<file path="src/hw/cmpc_pkg.sv">
// Package with register map, field layout, reset values and carrier types for the comparator block
// Functional notes
// - A high-to-low comparator output transition sets the falling-edge flag.
// - A low-to-high comparator output transition sets the rising-edge flag.
// - Edge flags stay set until software clears them; hardware never clears them.
// - Rising and falling output edges both raise a comparator interrupt request.
// - Output status bit always reads the current comparator output level.
// - Enable bit at one turns the comparator on, at zero turns it off.
// - Enabled comparator with output zero drives the oscillator wake request.
// - Hysteresis settings live in the four lowest control bits, sent to analog core.
// - Negative hysteresis selects 20 mV, 10 mV, 5 mV or disabled.
// - Positive hysteresis field selects its amount independently, same choices.
// - Writable mode register selects response time and drives the analog core.
package cmpc_pkg;

  // ----------------------------------------------------------------
  // Register byte offsets
  // ----------------------------------------------------------------
  localparam logic [3:0] CMPC_OFS_CTRL = 4'h0;
  localparam logic [3:0] CMPC_OFS_MODE = 4'h4;
  localparam logic [3:0] CMPC_OFS_STAT = 4'h8;
  localparam logic [3:0] CMPC_OFS_MASK = 4'hc;

  // ----------------------------------------------------------------
  // Control register field positions
  // ----------------------------------------------------------------
  localparam int CMPC_CTL_NEG_LSB = 0;
  localparam int CMPC_CTL_POS_LSB = 2;
  localparam int CMPC_CTL_OUT_BIT = 6;
  localparam int CMPC_CTL_EN_BIT = 7;

  // Status and mask layout: bit 0 rising, bit 1 falling
  localparam int CMPC_ST_RISE_BIT = 0;
  localparam int CMPC_ST_FALL_BIT = 1;

  // ----------------------------------------------------------------
  // Reset values
  // ----------------------------------------------------------------
  localparam logic [1:0] CMPC_HYST_RST = 2'h0;
  localparam logic [1:0] CMPC_MODE_RST = 2'h2;
  localparam logic [1:0] CMPC_MASK_RST = 2'h0;

  // AXI response codes
  localparam logic [1:0] CMPC_RESP_OKAY = 2'h0;
  localparam logic [1:0] CMPC_RESP_SLVERR = 2'h2;

  // Hysteresis codes
  typedef enum logic [1:0] {
    CMPC_HYST_OFF = 2'b00,
    CMPC_HYST_5MV = 2'b01,
    CMPC_HYST_10MV = 2'b10,
    CMPC_HYST_20MV = 2'b11
  } cmpc_hyst_e;

  // Settings passed to the analog core
  typedef struct packed {
    logic enable;
    cmpc_hyst_e pos_hyst;
    cmpc_hyst_e neg_hyst;
    logic [1:0] resp_mode;
  } cmpc_analog_cfg_s;

endpackage

</file>
<file path="src/hw/cmpc_edge_sync.sv">
// Two-stage synchroniser and edge detector for the comparator output
`timescale 1ns/10ps
`default_nettype none
module cmpc_edge_sync (
  // Clock and reset
  input wire logic core_clk,
  input wire logic resetn,
  // Asynchronous comparator level
  input wire logic cmp_raw,
  // Synchronised level and edge pulses
  output logic level,
  output logic rise_pulse,
  output logic fall_pulse
);

  logic meta_q, meta_d;
  logic sync_q, sync_d;
  logic prev_q, prev_d;

  // Next values; outputs look at the second and third stages only
  always_comb
  begin
    meta_d = cmp_raw;
    sync_d = meta_q;
    prev_d = sync_q;
  end

  // Three stages so each edge yields exactly one pulse
  always_ff @(posedge core_clk)
  begin
    if (!resetn)
    begin
      meta_q <= 1'b0;
      sync_q <= 1'b0;
      prev_q <= 1'b0;
    end
    else
    begin
      meta_q <= meta_d;
      sync_q <= sync_d;
      prev_q <= prev_d;
    end
  end

  assign level = sync_q;
  assign rise_pulse = sync_q & ~prev_q;
  assign fall_pulse = ~sync_q & prev_q;

endmodule // cmpc_edge_sync
`default_nettype wire

</file>
<file path="src/hw/cmpc_top.sv">
// Comparator control and status block with AXI4-Lite register slave
//
// The AXI4-Lite slave port and the address map were chosen for this implementation.
`timescale 1ns/10ps
`default_nettype none
module cmpc_top (
  // Clock and reset
  input wire logic core_clk,
  input wire logic resetn,
  // AXI4-Lite write address
  input wire logic [3:0] s_axi_awaddr,
  input wire logic s_axi_awvalid,
  output logic s_axi_awready,
  // AXI4-Lite write data
  input wire logic [31:0] s_axi_wdata,
  input wire logic [3:0] s_axi_wstrb,
  input wire logic s_axi_wvalid,
  output logic s_axi_wready,
  // AXI4-Lite write response
  output logic [1:0] s_axi_bresp,
  output logic s_axi_bvalid,
  input wire logic s_axi_bready,
  // AXI4-Lite read address
  input wire logic [3:0] s_axi_araddr,
  input wire logic s_axi_arvalid,
  output logic s_axi_arready,
  // AXI4-Lite read data
  output logic [31:0] s_axi_rdata,
  output logic [1:0] s_axi_rresp,
  output logic s_axi_rvalid,
  input wire logic s_axi_rready,
  // Analog comparator core
  input wire logic cmp_out_raw,
  output cmpc_pkg::cmpc_analog_cfg_s analog_cfg,
  // Interrupt and oscillator
  output logic cmp_irq,
  output logic osc_wake_req
);

  // ----------------------------------------------------------------
  // Output synchronisation
  // ----------------------------------------------------------------
  logic cmp_output_level;
  logic rise_evt;
  logic fall_evt;

  cmpc_edge_sync u_sync (
    .core_clk(core_clk),
    .resetn(resetn),
    .cmp_raw(cmp_out_raw),
    .level(cmp_output_level),
    .rise_pulse(rise_evt),
    .fall_pulse(fall_evt)
  );

  // ----------------------------------------------------------------
  // Bus state
  // ----------------------------------------------------------------
  logic aw_held_q, aw_held_d;
  logic [3:0] aw_addr_q, aw_addr_d;
  logic w_held_q, w_held_d;
  logic [31:0] w_data_q, w_data_d;
  logic [3:0] w_strb_q, w_strb_d;
  logic bvalid_q, bvalid_d;
  logic [1:0] bresp_q, bresp_d;
  logic rvalid_q, rvalid_d;
  logic [1:0] rresp_q, rresp_d;
  logic [31:0] rdata_q, rdata_d;

  // ----------------------------------------------------------------
  // Register state
  // ----------------------------------------------------------------
  logic cmp_enable_q, cmp_enable_d;
  logic [1:0] cmp_pos_hyst_sel_q, cmp_pos_hyst_sel_d;
  logic [1:0] cmp_neg_hyst_sel_q, cmp_neg_hyst_sel_d;
  logic [1:0] cmp_resp_mode_q, cmp_resp_mode_d;
  logic cmp_rise_flag_q, cmp_rise_flag_d;
  logic cmp_fall_flag_q, cmp_fall_flag_d;
  logic [1:0] irq_mask_q, irq_mask_d;

  logic wr_fire;
  logic wr_hit_ctrl;
  logic wr_hit_mode;
  logic wr_hit_stat;
  logic wr_hit_mask;
  logic wr_ok;
  logic rd_fire;
  logic rd_ok;
  logic [31:0] rd_word;

  // Word decode shared by both channels
  function automatic logic addr_known(input logic [3:0] a);
    addr_known = (a == cmpc_pkg::CMPC_OFS_CTRL) || (a == cmpc_pkg::CMPC_OFS_MODE) ||
                 (a == cmpc_pkg::CMPC_OFS_STAT) || (a == cmpc_pkg::CMPC_OFS_MASK);
  endfunction

  // Ready while the channel slot is empty and no response is pending
  assign s_axi_awready = ~aw_held_q & ~bvalid_q;
  assign s_axi_wready = ~w_held_q & ~bvalid_q;
  assign s_axi_arready = ~rvalid_q;

  // Write commits once address and data are both captured
  assign wr_fire = aw_held_q & w_held_q & ~bvalid_q;
  assign wr_ok = addr_known(aw_addr_q);
  assign wr_hit_ctrl = wr_fire & (aw_addr_q == cmpc_pkg::CMPC_OFS_CTRL) & w_strb_q[0];
  assign wr_hit_mode = wr_fire & (aw_addr_q == cmpc_pkg::CMPC_OFS_MODE) & w_strb_q[0];
  assign wr_hit_stat = wr_fire & (aw_addr_q == cmpc_pkg::CMPC_OFS_STAT) & w_strb_q[0];
  assign wr_hit_mask = wr_fire & (aw_addr_q == cmpc_pkg::CMPC_OFS_MASK) & w_strb_q[0];

  assign rd_fire = s_axi_arvalid & s_axi_arready;
  assign rd_ok = addr_known(s_axi_araddr);

  // ----------------------------------------------------------------
  // Read mux
  // ----------------------------------------------------------------
  // Live output level is read straight from the synchroniser
  always_comb
  begin
    rd_word = 32'h0000_0000;
    unique case (s_axi_araddr)
      cmpc_pkg::CMPC_OFS_CTRL:
      begin
        rd_word[cmpc_pkg::CMPC_CTL_EN_BIT] = cmp_enable_q;
        rd_word[cmpc_pkg::CMPC_CTL_OUT_BIT] = cmp_output_level;
        rd_word[cmpc_pkg::CMPC_CTL_POS_LSB +: 2] = cmp_pos_hyst_sel_q;
        rd_word[cmpc_pkg::CMPC_CTL_NEG_LSB +: 2] = cmp_neg_hyst_sel_q;
      end
      cmpc_pkg::CMPC_OFS_MODE:
        rd_word[1:0] = cmp_resp_mode_q;
      cmpc_pkg::CMPC_OFS_STAT:
      begin
        rd_word[cmpc_pkg::CMPC_ST_RISE_BIT] = cmp_rise_flag_q;
        rd_word[cmpc_pkg::CMPC_ST_FALL_BIT] = cmp_fall_flag_q;
      end
      cmpc_pkg::CMPC_OFS_MASK:
        rd_word[1:0] = irq_mask_q;
      default:
        rd_word = 32'h0000_0000;
    endcase
  end

  // ----------------------------------------------------------------
  // Bus channel next state
  // ----------------------------------------------------------------
  always_comb
  begin
    aw_held_d = aw_held_q;
    aw_addr_d = aw_addr_q;
    w_held_d = w_held_q;
    w_data_d = w_data_q;
    w_strb_d = w_strb_q;
    bvalid_d = bvalid_q;
    bresp_d = bresp_q;
    rvalid_d = rvalid_q;
    rresp_d = rresp_q;
    rdata_d = rdata_q;
    if (s_axi_awvalid && s_axi_awready)
    begin
      aw_held_d = 1'b1;
      aw_addr_d = {s_axi_awaddr[3:2], 2'b00};
    end
    if (s_axi_wvalid && s_axi_wready)
    begin
      w_held_d = 1'b1;
      w_data_d = s_axi_wdata;
      w_strb_d = s_axi_wstrb;
    end
    if (wr_fire)
    begin
      aw_held_d = 1'b0;
      w_held_d = 1'b0;
      bvalid_d = 1'b1;
      bresp_d = wr_ok ? cmpc_pkg::CMPC_RESP_OKAY : cmpc_pkg::CMPC_RESP_SLVERR;
    end
    else if (bvalid_q && s_axi_bready)
      bvalid_d = 1'b0;
    if (rd_fire)
    begin
      rvalid_d = 1'b1;
      rdata_d = rd_word;
      rresp_d = rd_ok ? cmpc_pkg::CMPC_RESP_OKAY : cmpc_pkg::CMPC_RESP_SLVERR;
    end
    else if (rvalid_q && s_axi_rready)
      rvalid_d = 1'b0;
  end

  // ----------------------------------------------------------------
  // Register next state
  // ----------------------------------------------------------------
  always_comb
  begin
    cmp_enable_d = cmp_enable_q;
    cmp_pos_hyst_sel_d = cmp_pos_hyst_sel_q;
    cmp_neg_hyst_sel_d = cmp_neg_hyst_sel_q;
    cmp_resp_mode_d = cmp_resp_mode_q;
    irq_mask_d = irq_mask_q;
    cmp_rise_flag_d = cmp_rise_flag_q;
    cmp_fall_flag_d = cmp_fall_flag_q;
    if (wr_hit_ctrl)
    begin
      cmp_enable_d = w_data_q[cmpc_pkg::CMPC_CTL_EN_BIT];
      cmp_pos_hyst_sel_d = w_data_q[cmpc_pkg::CMPC_CTL_POS_LSB +: 2];
      cmp_neg_hyst_sel_d = w_data_q[cmpc_pkg::CMPC_CTL_NEG_LSB +: 2];
    end
    if (wr_hit_mode)
      cmp_resp_mode_d = w_data_q[1:0];
    if (wr_hit_mask)
      irq_mask_d = w_data_q[1:0];
    // Write-one-to-clear; only software clears, and a same-cycle edge wins
    if (wr_hit_stat && w_data_q[cmpc_pkg::CMPC_ST_RISE_BIT])
      cmp_rise_flag_d = 1'b0;
    if (wr_hit_stat && w_data_q[cmpc_pkg::CMPC_ST_FALL_BIT])
      cmp_fall_flag_d = 1'b0;
    if (rise_evt)
      cmp_rise_flag_d = 1'b1;
    if (fall_evt)
      cmp_fall_flag_d = 1'b1;
  end

  // ----------------------------------------------------------------
  // Bus registers
  // ----------------------------------------------------------------
  // Channel slots and responses; reset leaves every ready high
  always_ff @(posedge core_clk)
  begin
    if (!resetn)
    begin
      aw_held_q <= 1'b0;
      aw_addr_q <= 4'h0;
      w_held_q <= 1'b0;
      w_data_q <= 32'h0000_0000;
      w_strb_q <= 4'h0;
      bvalid_q <= 1'b0;
      bresp_q <= cmpc_pkg::CMPC_RESP_OKAY;
      rvalid_q <= 1'b0;
      rresp_q <= cmpc_pkg::CMPC_RESP_OKAY;
      rdata_q <= 32'h0000_0000;
    end
    else
    begin
      aw_held_q <= aw_held_d;
      aw_addr_q <= aw_addr_d;
      w_held_q <= w_held_d;
      w_data_q <= w_data_d;
      w_strb_q <= w_strb_d;
      bvalid_q <= bvalid_d;
      bresp_q <= bresp_d;
      rvalid_q <= rvalid_d;
      rresp_q <= rresp_d;
      rdata_q <= rdata_d;
    end
  end

  // ----------------------------------------------------------------
  // Control registers
  // ----------------------------------------------------------------
  // Settings and flags; a reset drops any flag caught in flight
  always_ff @(posedge core_clk)
  begin
    if (!resetn)
    begin
      cmp_enable_q <= 1'b0;
      cmp_pos_hyst_sel_q <= cmpc_pkg::CMPC_HYST_RST;
      cmp_neg_hyst_sel_q <= cmpc_pkg::CMPC_HYST_RST;
      cmp_resp_mode_q <= cmpc_pkg::CMPC_MODE_RST;
      irq_mask_q <= cmpc_pkg::CMPC_MASK_RST;
      cmp_rise_flag_q <= 1'b0;
      cmp_fall_flag_q <= 1'b0;
    end
    else
    begin
      cmp_enable_q <= cmp_enable_d;
      cmp_pos_hyst_sel_q <= cmp_pos_hyst_sel_d;
      cmp_neg_hyst_sel_q <= cmp_neg_hyst_sel_d;
      cmp_resp_mode_q <= cmp_resp_mode_d;
      irq_mask_q <= irq_mask_d;
      cmp_rise_flag_q <= cmp_rise_flag_d;
      cmp_fall_flag_q <= cmp_fall_flag_d;
    end
  end

  // ----------------------------------------------------------------
  // Outputs
  // ----------------------------------------------------------------
  assign s_axi_bvalid = bvalid_q;
  assign s_axi_bresp = bresp_q;
  assign s_axi_rvalid = rvalid_q;
  assign s_axi_rresp = rresp_q;
  assign s_axi_rdata = rdata_q;

  // Analog settings straight from the control and mode registers
  assign analog_cfg.enable = cmp_enable_q;
  assign analog_cfg.pos_hyst = cmpc_pkg::cmpc_hyst_e'(cmp_pos_hyst_sel_q);
  assign analog_cfg.neg_hyst = cmpc_pkg::cmpc_hyst_e'(cmp_neg_hyst_sel_q);
  assign analog_cfg.resp_mode = cmp_resp_mode_q;

  // Either edge flag, when unmasked, holds the level interrupt
  assign cmp_irq = (cmp_rise_flag_q & irq_mask_q[cmpc_pkg::CMPC_ST_RISE_BIT]) |
                   (cmp_fall_flag_q & irq_mask_q[cmpc_pkg::CMPC_ST_FALL_BIT]);

  // Wake uses the synchronised level, so it lags the pin by two clocks
  assign osc_wake_req = cmp_enable_q & ~cmp_output_level;

endmodule // cmpc_top
`default_nettype wire

</file>
<file path="config.mk">
export PLATFORM = sky130hd
export DESIGN_NAME = cmpc_top
export DESIGN_NICKNAME = d
export VERILOG_FILES = /design/src/hw/cmpc_pkg.sv /design/src/hw/cmpc_edge_sync.sv /design/src/hw/cmpc_top.sv
export SDC_FILE = /design/constraint.sdc
export NUM_CORES = 1
export LEC_CHECK = 0
export CORE_MARGIN = 5
export CORE_UTILIZATION = 45
export DETAILED_ROUTE_END_ITERATION = 16
export DONT_BUFFER_PORTS = 1
export GPL_TIMING_DRIVEN = 0
export MAX_ROUTING_LAYER = met4
export SLEW_MARGIN = 20
export SYNTH_ARGS = -nofsm -noshare
export SYNTH_HDL_FRONTEND = slang
export SYNTH_HIERARCHICAL = 1
export SYNTH_SLANG_ARGS = --single-unit
</file>
<file path="constraint.sdc">
create_clock -name core_clk -period 3.27 [get_ports core_clk]
set_clock_uncertainty 0.05 [all_clocks]
set_input_delay 0.1635 -clock core_clk [delete_from_list [all_inputs] [get_ports core_clk]]
set_output_delay 0.1635 -clock core_clk [all_outputs]
set_load 0.05 [all_outputs]
</file>
==> flow_summary.toml <==
[status]
outcome = "finished, final reports clean"

[yosys]
synthMuxAreaShare_pct = 13.1
ys_warn_count = 6
syn_area_sq_um = 1640
ys_types = 29
synth_top_family_by_area = "simple AND/OR/NAND/NOR gates"
synth.avg_cell_area_sq_um = 9.60
synth-seq-cells = 34
netlist_instances = 171
synth_compound_area_share_pct = 8.16
yosysSeqAreaShare_pct = 41.5
yosys.area_share.adder_pct = 0
synth-simple-area-share_pct = 21.8
synthXorXnorAreaFrac_pct = 0

[cts]
clockBufferDepth = 2
clk_pin_slew_worst_paths_ps = 70
clk_latency_ps = 270
htreeDepth = 2
cts_tree = "built"
cts_resized = 0
cts_root_buf = "clkbuf_8"
cts-buffers-inserted = 5
numClockSinks = 34

[die]
io_pins = 102
dieArea_sq_um = 4960
initial_core_util_pct = 45.5
dieWidth_um = 70.4
die_h_um = 70.4
core-area_sq_um = 3610
num_rows = 22

[setup_path]
startpoint = "s_axi_bvalid$_SDFFE_PN0P_"
cp_num_cells = 1
critPathCaptureType = "primary output"
cp.arrival_ps = 1610
cp_max_fo = 10
regToRegSetupSlack_ps = 1660
cp.required_ps = 3060
cp-start-kind = "register"
critPathSlowestCell = "nor2_1"
r2r-end = "cmp_enable_q$_SDFFE_PN0P_"
crit_path_max_incr_delay_ps = 790
critical_path_class = "reg -> out"
r2r_start = "s_axi_bvalid$_SDFFE_PN0P_"
path_delay_family = "simple AND/OR/NAND/NOR gates"
path_cells = "nor2_1"
worst-path-buf-inv = 0
r2r_cells = 3
setup.worst_path.end = "s_axi_awready"

[routing]
dr_total_vias = 1163
drtIter0Drc = 32
drtPass1Iterations = 6
via_per_inst = 4.53
wl_per_cell_um = 13.0
post-route-drc-count = 0
ant_nets = 0
wl_um = 3350

[sta]
rsz0062_at_grt = "no"
drv_slew = 0
finalSetupViolations = 0
finalCritPeriodShare_pct = 55.7
max_freq_mhz = 549
setup_ws_ps = 1450
relSlewSlack_pct = 35.9
holdWs_ps = 5.69
worstMarginPinSlew_ps = 959
fin_crit_ps = 1820
hold_viol = 0
tns_ps = 0

[placement]
pre_cts_ws_ps = 1670
dpl_cell_area_sq_um = 1800
io_buffers = 0
routabilityCongestion = 0.805
dp_hpwl_um = 2620

[global_route]
grt_pass1_vias = 1187
gr-total-overflow = 0
grt_pass1_wl_um = 5580
antenna_found_initial = 0
grt_max_degree = 11
track_usage_pct = 14.2

[power_and_ir_drop]
vdd_drop_max_v = 0.000396
leakage_uw = 0.000832
power_density_nw_per_um2 = 492

[finish]
final_area_sq_um = 1920
multi_input_area_sq_um = 812
nNetsFinal = 260
drive_gt1_share_pct = 21.5
area_growth_pct = 17.2
diodes = 0
nFillCells = 350
seq_area_sq_um = 681

[run]
max_cap_viol_count = 0

[hold_path]
min_path_type = "in -> reg"
cell usage in the layout (no fill, tap or decap), drive strengths merged:
cell type / instances
dfxtp: 34
buf: 31
conb: 28
nor2b: 20
mux2i: 17
nand2: 16
clkbuf: 10
nor3b: 6
nor2: 5
o21ai: 5
a32oi: 4
mux2: 4
inv: 3
nand2b: 3
dlygate4sd3: 3
and2: 3
a31oi: 2
a221oi: 2
a21boi: 2
a21oi: 2
nor3: 2
a22o: 1
nand3b: 1
and3: 1
nand4b: 1
or2b: 1
o211a: 1
clkinv: 1
cell families after synthesis:
group	count (synthesis)
flip-flops	34
other	1
multiplexers	21
AND/OR/NAND/NOR	59
buffers and inverters	37
AO/OA/AOI/OAI	19
layout make-up:
cell class	instances	share of cell area, %
clock inverter	1	0.260
clock buffer	7	4.49
tap	48	3.12
inverter	3	0.585
multi-input combinational	127	42.2
sequential	34	35.4
timing repair buffer	3	1.56
buffer	34	12.4
power breakdown:
group	internal, uW	leakage [uW]	switching, uW
clock	170	0.0000482	141
sequential	430	0.000277	32.7
combinational	54.2	0.000506	120
total	654	0.000832	293
sequential cells by signal, summed over array words and instances, names as in the netlist, 2 cells and up:
signal              cells
aw_addr_q               2
irq_mask_q              2
cmp_pos_hyst_sel_q      2
s_axi_rdata             6
w_data_q                5
cmp_neg_hyst_sel_q      2
cmp_resp_mode_q         2
metrics by stage:
stage          std cells  utilization (%)  total power (uW)
2_1_floorplan        198                -               628
3_3_place_gp         246             50.0               639
3_5_place_dp         246             50.0               642
4_1_cts              257             53.4               954
5_1_grt              257             53.4               985
6_report             257             53.4               948
metal layers:
layer	vias to the layer above	part of all wire [%]	global-route usage, %
met5	-	0	-
li1	593	-	-
met2	51	47	22.2
met1	513	41	16.6
met4	0	1.3	4.26
met3	6	11	5.90
worst min path at each step:
stage / slack, ps / depth (start not counted) / end / start
after floorplan: 240 / 1 / u_sync/level$_SDFF_PN0_ / resetn
after global placement: 240 / 1 / u_sync/level$_SDFF_PN0_ / resetn
after detailed placement: 240 / 1 / u_sync/level$_SDFF_PN0_ / resetn
after CTS: 4 / 2 / s_axi_rvalid$_SDFFE_PN0P_ / s_axi_rready
after global routing: 4 / 2 / s_axi_rvalid$_SDFFE_PN0P_ / s_axi_rready
final: 6 / 2 / s_axi_rvalid$_SDFFE_PN0P_ / s_axi_rready
cell usage after synthesis, drive strengths merged:
master / instances / area (sq um)
nand4b: 1 / 23.8
dfxtp: 34 / 681
nor2: 5 / 18.8
nand3b: 1 / 7.51
inv: 3 / 11.3
nand2b: 3 / 18.8
a221oi: 2 / 17.5
a21oi: 2 / 10.0
buf: 31 / 228
nor2b: 20 / 125
and2: 3 / 18.8
a32oi: 4 / 35.0
and3: 1 / 6.26
nor3: 2 / 21.3
mux2: 4 / 45.0
conb: 1 / 3.75
mux2i: 17 / 170
nand2: 16 / 60.1
clkbuf: 3 / 11.3
a31oi: 2 / 12.5
o211a: 1 / 10.0
o21ai: 5 / 25.0
a22o: 1 / 8.76
nor3b: 6 / 50.1
a21boi: 2 / 15.0
or2b: 1 / 7.51
timing repair:
item,4_1_cts,5_1_grt
endpoints found under the hold margin,4,0
setup buffers,0,0
endpoints found under the setup margin,0,0
hold buffers,3,0
No activity file was read; power rests on OpenSTA's default activity.
